===== src/psr_pkg.sv =====
// constants and types shared by the pll status readback block
package psr_pkg;
  // avalon-mm slave geometry
  localparam int unsigned ADDR_W = 8;
  localparam int unsigned DATA_W = 32;
  localparam int unsigned IDX_W  = 6;
  localparam int unsigned STAT_W = 8;
  localparam int unsigned EVT_W  = 7;

  // register indices; byte address is four times the index
  localparam logic [IDX_W-1:0] IDX_REF_CFG   = 6'h1a;
  localparam logic [IDX_W-1:0] IDX_PLL_STAT  = 6'h1f;
  localparam logic [IDX_W-1:0] IDX_IRQ_STAT  = 6'h20;
  localparam logic [IDX_W-1:0] IDX_IRQ_MASK  = 6'h21;

  // field positions in the status readback word
  localparam int unsigned BIT_LOCKED     = 0;
  localparam int unsigned BIT_PRIM_ABOVE = 1;
  localparam int unsigned BIT_SECD_ABOVE = 2;
  localparam int unsigned BIT_VCO_ABOVE  = 3;
  localparam int unsigned BIT_SECD_SEL   = 4;
  localparam int unsigned BIT_HOLDOVER   = 5;
  localparam int unsigned BIT_CAL_DONE   = 6;

  // field position of the secondary threshold select in the config word
  localparam int unsigned BIT_SECD_THR_SEL = 6;

  // reset values
  localparam logic             RST_SECD_THR_SEL = 1'b0;
  localparam logic [EVT_W-1:0] RST_IRQ_MASK     = 7'h00;
  localparam logic [EVT_W-1:0] RST_IRQ_STAT     = 7'h00;
  localparam logic [DATA_W-1:0] RST_RDATA       = 32'h0000_0000;

  // bus handshake state, one-hot
  typedef enum logic [1:0]
  {
    PSR_ST_IDLE = 2'b01,
    PSR_ST_ACK  = 2'b10
  } psr_bus_st_t;
endpackage


===== src/psr_irq_if.sv =====
// carrier between the register front end and the interrupt unit
`timescale 1ns/100ps
interface psr_irq_if;
  logic [psr_pkg::EVT_W-1:0] evt;
  logic [psr_pkg::EVT_W-1:0] clr;
  logic                      mask_we;
  logic [psr_pkg::EVT_W-1:0] mask_wd;
  logic [psr_pkg::EVT_W-1:0] sts;
  logic [psr_pkg::EVT_W-1:0] mask;
  logic                      irq;

  modport ctl
  (
    output evt,
    output clr,
    output mask_we,
    output mask_wd,
    input  sts,
    input  mask,
    input  irq
  );

  modport unit
  (
    input  evt,
    input  clr,
    input  mask_we,
    input  mask_wd,
    output sts,
    output mask,
    output irq
  );
endinterface


===== src/psr_top.sv =====
// pll status readback register with avalon-mm slave and change interrupt
//
// Chosen here: register access over Avalon-MM.
`timescale 1ns/100ps

module psr_top (
  input  wire logic                        clk_i,
  input  wire logic                        rst_i,
  // avalon-mm slave
  input  wire logic [psr_pkg::ADDR_W-1:0]  avs_address_i,
  input  wire logic                        avs_read_i,
  input  wire logic                        avs_write_i,
  input  wire logic [psr_pkg::DATA_W-1:0]  avs_writedata_i,
  input  wire logic [3:0]                  avs_byteenable_i,
  output logic      [psr_pkg::DATA_W-1:0]  avs_readdata_o,
  output logic                             avs_waitrequest_o,
  output logic                             irq_o,
  // monitored conditions from the pll, monitors and holdover logic
  input  wire logic                        secondary_reference_input_selected_i,
  input  wire logic                        vco_above_threshold_i,
  input  wire logic                        secondary_reference_input_above_i,
  input  wire logic                        primary_reference_input_above_i,
  input  wire logic                        pll_locked_i,
  input  wire logic                        vco_cal_done_i,
  input  wire logic                        holdover_active_i,
  // threshold choice handed to the secondary frequency monitor
  output logic                             secondary_reference_input_thr_sel_o
);
  typedef struct packed
  {
    psr_pkg::psr_bus_st_t        st;
    logic [psr_pkg::DATA_W-1:0]  rdata;
    logic                        thr_sel;
    logic [psr_pkg::EVT_W-1:0]   prev;
  } psr_top_st_t;

  psr_top_st_t q;
  psr_top_st_t next_q;

  logic [psr_pkg::EVT_W-1:0]  raw;
  logic [psr_pkg::EVT_W-1:0]  live;
  logic [psr_pkg::STAT_W-1:0] stat_word;
  logic [psr_pkg::IDX_W-1:0]  idx;
  logic [psr_pkg::DATA_W-1:0] rd_mux;
  logic                       req;
  logic                       in_ack;

  psr_irq_if irq_bus ();

  // monitors run off other clocks, so every level is synchronised first
  always_comb
  begin
    raw                           = '0;
    raw[psr_pkg::BIT_LOCKED]      = pll_locked_i;
    raw[psr_pkg::BIT_PRIM_ABOVE]  = primary_reference_input_above_i;
    raw[psr_pkg::BIT_SECD_ABOVE]  = secondary_reference_input_above_i;
    raw[psr_pkg::BIT_VCO_ABOVE]   = vco_above_threshold_i;
    raw[psr_pkg::BIT_SECD_SEL]    = secondary_reference_input_selected_i;
    raw[psr_pkg::BIT_HOLDOVER]    = holdover_active_i;
    raw[psr_pkg::BIT_CAL_DONE]    = vco_cal_done_i;
  end

  psr_sync #(
    .WIDTH (psr_pkg::EVT_W)
  ) u_sync (
    .clk_i (clk_i),
    .rst_i (rst_i),
    .d_i   (raw),
    .q_o   (live)
  );

  // status word: live conditions, bit 7 reserved and reads zero
  always_comb
  begin
    stat_word                          = '0;
    stat_word[psr_pkg::BIT_LOCKED]     = live[psr_pkg::BIT_LOCKED];
    stat_word[psr_pkg::BIT_PRIM_ABOVE] = live[psr_pkg::BIT_PRIM_ABOVE];
    stat_word[psr_pkg::BIT_SECD_ABOVE] = live[psr_pkg::BIT_SECD_ABOVE];
    stat_word[psr_pkg::BIT_VCO_ABOVE]  = live[psr_pkg::BIT_VCO_ABOVE];
    stat_word[psr_pkg::BIT_SECD_SEL]   = live[psr_pkg::BIT_SECD_SEL];
    stat_word[psr_pkg::BIT_HOLDOVER]   = live[psr_pkg::BIT_HOLDOVER];
    stat_word[psr_pkg::BIT_CAL_DONE]   = live[psr_pkg::BIT_CAL_DONE];
  end

  // word decode; low two address bits are ignored
  assign idx    = avs_address_i[psr_pkg::ADDR_W-1:2];
  assign req    = avs_read_i | avs_write_i;
  assign in_ack = (q.st == psr_pkg::PSR_ST_ACK);

  // read mux; unmapped addresses read zero
  always_comb
  begin
    rd_mux = '0;
    case (idx)
      psr_pkg::IDX_PLL_STAT:
        rd_mux[psr_pkg::STAT_W-1:0] = stat_word;
      psr_pkg::IDX_REF_CFG:
        rd_mux[psr_pkg::BIT_SECD_THR_SEL] = q.thr_sel;
      psr_pkg::IDX_IRQ_STAT:
        rd_mux[psr_pkg::EVT_W-1:0] = irq_bus.sts;
      psr_pkg::IDX_IRQ_MASK:
        rd_mux[psr_pkg::EVT_W-1:0] = irq_bus.mask;
      default:
        rd_mux = '0;
    endcase
  end

  // one wait cycle: capture in idle, complete in ack
  always_comb
  begin
    next_q      = q;
    next_q.prev = live;
    case (q.st)
      psr_pkg::PSR_ST_IDLE:
      begin
        if (req)
        begin
          next_q.st = psr_pkg::PSR_ST_ACK;
          if (avs_read_i)
            next_q.rdata = rd_mux;
        end
      end
      psr_pkg::PSR_ST_ACK:
      begin
        next_q.st = psr_pkg::PSR_ST_IDLE;
        // the status word has no write path at all
        if (avs_write_i && idx == psr_pkg::IDX_REF_CFG && avs_byteenable_i[0])
          next_q.thr_sel = avs_writedata_i[psr_pkg::BIT_SECD_THR_SEL];
      end
      default:
        next_q.st = psr_pkg::PSR_ST_IDLE;
    endcase
  end

  always_ff @(posedge clk_i)
  begin
    if (rst_i)
    begin
      q.st      <= psr_pkg::PSR_ST_IDLE;
      q.rdata   <= psr_pkg::RST_RDATA;
      q.thr_sel <= psr_pkg::RST_SECD_THR_SEL;
      q.prev    <= '0;
    end
    else
      q <= next_q;
  end

  // any change of a monitored condition is an event
  assign irq_bus.evt = live ^ q.prev;

  // clear only the bits that were captured, so an event landing after capture survives
  assign irq_bus.clr = (in_ack && avs_read_i && idx == psr_pkg::IDX_IRQ_STAT)
                       ? q.rdata[psr_pkg::EVT_W-1:0] : '0;
  assign irq_bus.mask_we = in_ack && avs_write_i && idx == psr_pkg::IDX_IRQ_MASK && avs_byteenable_i[0];
  assign irq_bus.mask_wd = avs_writedata_i[psr_pkg::EVT_W-1:0];

  psr_irq u_irq (
    .clk_i (clk_i),
    .rst_i (rst_i),
    .bus   (irq_bus)
  );

  // outputs
  assign avs_readdata_o                      = q.rdata;
  assign avs_waitrequest_o                   = ~in_ack;
  assign irq_o                               = irq_bus.irq;
  assign secondary_reference_input_thr_sel_o = q.thr_sel;
endmodule


===== src/psr_sync.sv =====
// two-stage synchroniser for a vector of independent levels
`timescale 1ns/100ps
module psr_sync #(
  parameter int unsigned WIDTH = 1
) (
  input  wire logic             clk_i,
  input  wire logic             rst_i,
  input  wire logic [WIDTH-1:0] d_i,
  output logic      [WIDTH-1:0] q_o
);
  typedef struct packed
  {
    logic [WIDTH-1:0] s1;
    logic [WIDTH-1:0] s2;
  } psr_sync_st_t;

  psr_sync_st_t q;
  psr_sync_st_t next_q;

  // first stage feeds only the second stage
  always_comb
  begin
    next_q    = q;
    next_q.s1 = d_i;
    next_q.s2 = q.s1;
  end

  always_ff @(posedge clk_i)
  begin
    if (rst_i)
      q <= '0;
    else
      q <= next_q;
  end

  assign q_o = q.s2;
endmodule


===== src/psr_irq.sv =====
// sticky event status, mask and level interrupt
`timescale 1ns/100ps
module psr_irq (
  input  wire logic clk_i,
  input  wire logic rst_i,
  psr_irq_if.unit   bus
);
  typedef struct packed
  {
    logic [psr_pkg::EVT_W-1:0] sts;
    logic [psr_pkg::EVT_W-1:0] mask;
  } psr_irq_st_t;

  psr_irq_st_t q;
  psr_irq_st_t next_q;

  // set wins over a clear arriving in the same cycle
  always_comb
  begin
    next_q     = q;
    next_q.sts = (q.sts & ~bus.clr) | bus.evt;
    if (bus.mask_we)
      next_q.mask = bus.mask_wd;
  end

  always_ff @(posedge clk_i)
  begin
    if (rst_i)
    begin
      q.sts  <= psr_pkg::RST_IRQ_STAT;
      q.mask <= psr_pkg::RST_IRQ_MASK;
    end
    else
      q <= next_q;
  end

  // level output, high while any unmasked sticky bit stands
  assign bus.sts  = q.sts;
  assign bus.mask = q.mask;
  assign bus.irq  = |(q.sts & q.mask);
endmodule


===== config.mk =====
export PLATFORM = sky130hd
export DESIGN_NAME = psr_top
export DESIGN_NICKNAME = d
export VERILOG_FILES = /design/src/psr_pkg.sv /design/src/psr_irq_if.sv /design/src/psr_top.sv /design/src/psr_sync.sv /design/src/psr_irq.sv
export SDC_FILE = /design/constraint.sdc
export NUM_CORES = 1
export LEC_CHECK = 0
export BUFFER_PORTS_ARGS = -buffer_cell sky130_fd_sc_hd__clkbuf_2
export CORE_AREA = 3 3 71 73
export DETAILED_ROUTE_END_ITERATION = 7
export DIE_AREA = 0 0 74 76
export PLACE_DENSITY = 0.75
export SYNTH_ARGS = -nofsm -noshare
export SYNTH_HDL_FRONTEND = slang
export SYNTH_SLANG_ARGS = --single-unit

===== constraint.sdc =====
create_clock -name clk_i -period 1.64 [get_ports clk_i]
set_input_delay 0.328 -clock clk_i [delete_from_list [all_inputs] [get_ports clk_i]]
set_output_delay 0.328 -clock clk_i [all_outputs]
set_load 0.1 [all_outputs]

### After elaboration in Yosys (flattened, before gate mapping)

Cells that the tools add are included.

* equality and inequality tests: 6
* muxes and demuxes: 3
* bitwise gates (word level): 8
* reduce and logical (&&, ||, !) cells: 11

Operator list (count)
* $pmux W6 S3: 1
* $and A7 B7 Y7: 2
* $eq A6 B5 Y1 const B: 2
* $eq A6 B6 Y1 const B: 2
* $logic_and A1 B1 Y1: 7
* $mux W7: 1
* $not A7 Y7: 1
* $or A7 B7 Y7: 1
* $reduce_or A7 Y1: 1
* $xor A7 B7 Y7: 1
* $pmux W1 S4: 1
* $reduce_and A3 Y1: 1
* $eq A2 B1 Y1 const B: 1
* $eq A2 B2 Y1 const B: 1
* $not A1 Y1: 2
* $reduce_and A2 Y1: 1
* $reduce_or A2 Y1: 1
* $or A1 B1 Y1: 1

* flip-flop bits (word level): 45
* input port bits: 55
* output and inout bits: 35
* logic and storage cells: 36

### Depth between registers and ports, before layout

* word-level depth: 7
* mapped depth: 5
* gate-level depth less buffers: 4

### Modules after synthesis

Synthesis repeated with hierarchy kept, for this count alone.

* cells, all modules: 207
* area total of the unflattened synthesis: 2040.7 um^2

Modules (own cells, without submodules)
* psr_top: instances 1, cells an instance 123, area an instance 1108.6 um^2, sequential area each 340.3 um^2
* psr_irq: instances 1, cells an instance 55, area an instance 524.3 um^2, sequential area each 280.3 um^2
* psr_sync: instances 1, cells an instance 29, area an instance 407.9 um^2, sequential area each 280.3 um^2

### Worst setup path before layout

Ideal clock, no wire load.

* path type: reg2out
* start: register u_irq.bus.sts[5] (netlist name)
* end: output irq_o
* arrival time: 1391 ps
* required time: 1312 ps
* path slack: -79 ps
* stages on the path, launching flop included: 3
* buffers on the path: 0
* cells stage by stage: dfxtp_1 > a222oi_1 > nand3_1

* longest elaborated chain between the ends: 2

RTL lines
* $and A7 B7 Y7: line psr_irq.sv:40 `assign bus.irq = |(q.sts & q.mask);`
* $reduce_or A7 Y1: line psr_irq.sv:40
* end, declared: line psr_top.sv:17 `output logic irq_o,`

Every way passes these cells.

### Worst setup path in the final report

* start: register u_irq.bus.sts[5] (netlist name)
* end: output irq_o

* longest elaborated chain between the ends: 2

RTL lines (line)
* $and A7 B7 Y7: psr_irq.sv:40
* $reduce_or A7 Y1: psr_irq.sv:40

Every way passes these cells.

==> metrics.md <==
| Metric | Value |
|---|---|
| Result of the run | `complete, but fails checks` |
| Violations in the final reports | `setup timing` |
| Vias per cell | `4.693` |
| Post-CTS setup repair buffer count | `0` |
| Drt initial violations | `59` |
| Number of CTS-inserted buffers | `5` |
| Cell at the slowest stage of the critical path | `a222oi_1` |
| Startpoint Class | `register` |
| First-pass GRT wire length | `5.844 mm` |
| Post-detailed-route wirelength per cell | `12.30 µm` |
| Initial core utilization | `0.4476` |
| Input/output buffers | `34` |
| Seq/Total Area, Yosys | `0.4560` |
| Number of global-route vias before repair | `1,304` |
| Cell area after technology mapping | `1976 µm²` |
| Final WL | `3.406 mm` |
| Standard cell core area | `4414 µm²` |
| Fillcell total | `412` |
| Clock insertion delay at the later pin of the skew report | `0.29 ns` |
| Global-route usage over all layers | `0.1306` |
| Syn. warnings | `0` |
| Beginning of the critical path | `u_irq.bus.sts[5]` |
| Count of H-tree levels built during CTS | `2` |
| Cell accounting for the most synthesized area | `dfxtp_1` |
| Commonest cells after routing, fill and taps aside | `dfxtp_1, clkbuf_2, conb_1, nor2b_1, nor2_1` |
| Hold path startpoint | `vco_cal_done_i` |
| Critical path class | `reg2out` |
| Start of the worst register-to-register path | `q[40]` |
| Delay of the slowest cell on the worst path | `0.42 ns` |
| Flip-flop and latch count after synthesis | `45` |
| Die X | `74 µm` |
| Cell breakdown of the critical path | `a222oi_1 > nand3_2 > buf_12` |
| CP Max Fanout | `3` |
| Drt drc | `0` |
| Commonest non-fill, non-tap cell in the layout | `dfxtp_1` |
| Reg clk slew, reported paths | `0.08 ns` |
| Count of nets after finishing | `279` |
| Number of antenna violations at the first check in global routing | `0` |
| Slew Limit Headroom | `0.6285` |
| Synthesized netlist cell count | `195` |
| Worst Setup End Kind | `output port` |
| Share of layout cells above drive strength 1 | `0.2756` |
| Synth top area share | `0.4560` |
| Largest net degree at the start of global routing | `44` |
| Post-route worst setup slack | `-0.04676 ns` |
| N_diodes | `0` |
| Die height | `76 µm` |
| Multi-input combinational cell area | `848.3 µm²` |
| Total power density per cell area | `1106 nW/µm²` |
| Placed wire-length estimate | `2.518 mm` |
| RSZ-0062 raised after global routing | `yes` |
| Hold crit path type | `in2reg` |
| Mean cell area of the mapped netlist | `10.13 µm²` |
| Remaining antenna violation count | `0` |
| Gate family responsible for the most delay along the worst path | `compound AO/OA/AOI/OAI gates` |
| Area Overhead vs Synth | `11.15%` |
| Full die area | `5624 µm²` |
| Sequential cell area | `902.1 µm²` |
| Post-CTS Hold Buffers | `0` |
| Detailed Routing Iterations Pass 1 | `4` |
| Worst voltage drop across the vdd grid | `0.3664 mV` |
| CTS root buf | `clkbuf_8` |
| Max cap viols | `0` |
| Slew at the pin closest to its max-slew limit | `0.5596 ns` |
| Clock tree from TritonCTS | `yes` |
| Leakage power of the design | `1.017 nW` |
| Hold_ws | `0.2426 ns` |
| Buffers & Inverters on Critical Path | `1` |
| Total vias in the final route | `1,300` |
| Final hold vios | `0` |
| Buffers from clock root to sink, at most | `2` |
| Total power | `2.429 mW` |
| R2R Setup Slk | `0.20 ns` |
| Site Rows | `24` |
| Pre-CTS setup slack | `0.03819 ns` |
| Fmax | `592.9 MHz` |
| Remaining global-route overflow | `0` |
| Number of sinks driven by the clock tree | `45` |
| RePlAce Congestion | `0.7364` |
| Number of top-level pins | `90` |
| Final Setup Violations | `1` |
| Post-synthesis cell type count | `30` |
| Max-slew violations | `0` |
| Synth area leaders | `dfxtp_1, buf_4, nor2b_1, mux2i_1, mux2_2` |
| Final period demand of the worst path | `1.687 ns` |
| Signal arrival time at the worst endpoint | `1.36 ns` |
| Required time reported for the critical path endpoint | `1.31 ns` |
| Final critical-path share of the clock period | `1.029` |
| Share of the core filled with cells | `0.4974` |
| Worst setup skew after layout | `0.01156 ns` |
-- synth_stat cells, drive strengths merged --
library cell / instances
a211oi: 6
a21oi: 7
a221oi: 7
a222oi: 1
a22oi: 3
a31oi: 1
and2: 1
and3: 1
and4b: 2
buf: 36
clkbuf: 5
conb: 1
dfxtp: 45
inv: 9
mux2: 7
mux2i: 8
nand2b: 2
nand3: 3
nand3b: 1
nand4: 1
nor2: 10
nor2b: 21
nor4b: 1
nor4bb: 1
o21ai: 7
or3: 1
xnor2: 7
-- worst reg2reg max path, cell delays in order (launching register included) --
cell	delay, ns
dfxtp_1	0.34
nor4bb_1	0.33
nand3_1	0.29
o21ai_0	0.26
a21oi_1	0.09
-- cell type report --
cell class                 instances  area share
sequential                        45      0.4108
clock inverter                     2    0.006268
inverter                           9     0.01538
multi-input combinational        124      0.3863
tap                               52     0.02963
clock buffer                       6     0.03761
timing repair buffer              39      0.1140
-- path summary, 6_finish.rpt --
kind | end | depth (start not counted)
worst max register to register | u_irq.bus.sts[4] | 4
worst min register to register | u_sync.q_o[4] | 1
worst max-delay path | irq_o | 3
worst min-delay path | u_sync.next_q[6] | 2
-- per-layer routing --
layer / global-route usage / routed length, µm / vias to the layer above
met5: 0 / 0 / -
met4: 0.04891 / 42 / 0
met3: 0.03562 / 149 / 4
met2: 0.2172 / 1728 / 28
met1: 0.1571 / 1485 / 606
li1: - / - / 662
-- kinds of logic after synthesis --
logic type	Yosys count	synth area share
buf+inv	50	0.1628
flops	45	0.4560
simple gates	45	0.1463
compound gates	32	0.1216
mux	15	0.08043
xor+xnor	7	0.03103
other cells	1	0.001898
-- timing repair --
action	CTS	global route
cloned	0	0
pin swaps	0	2
resized for setup	1	0
endpoints found under the setup margin	1	1
hold endpoints to repair	0	0
-- registers in the layout, indices dropped and copies added (netlist names) --
name,count
u_sync.q_o,7
u_sync.next_q,7
u_irq.bus.mask,7
u_irq.bus.sts,7
secondary_reference_input_thr_sel_o,1
q,9
avs_readdata_o,7
-- per-stage QoR --
stage / cell area [µm²] / cells / setup TNS (ns)
after floorplan: 2071 / 219 / 0
after global placement: 2098 / 269 / 0
after detailed placement: 2098 / 269 / 0
after CTS: 2196 / 277 / -0.06324
after global routing: 2196 / 277 / -0.1330
final: 2196 / 277 / -0.04676
-- report_power, final --
part / leakage, nW / internal (mW) / switching, mW
clock: 0.0512 / 0.341 / 0.352
sequential: 0.370 / 1.15 / 0.0312
combinational: 0.596 / 0.101 / 0.457
No activity file was read; power rests on OpenSTA's default activity.
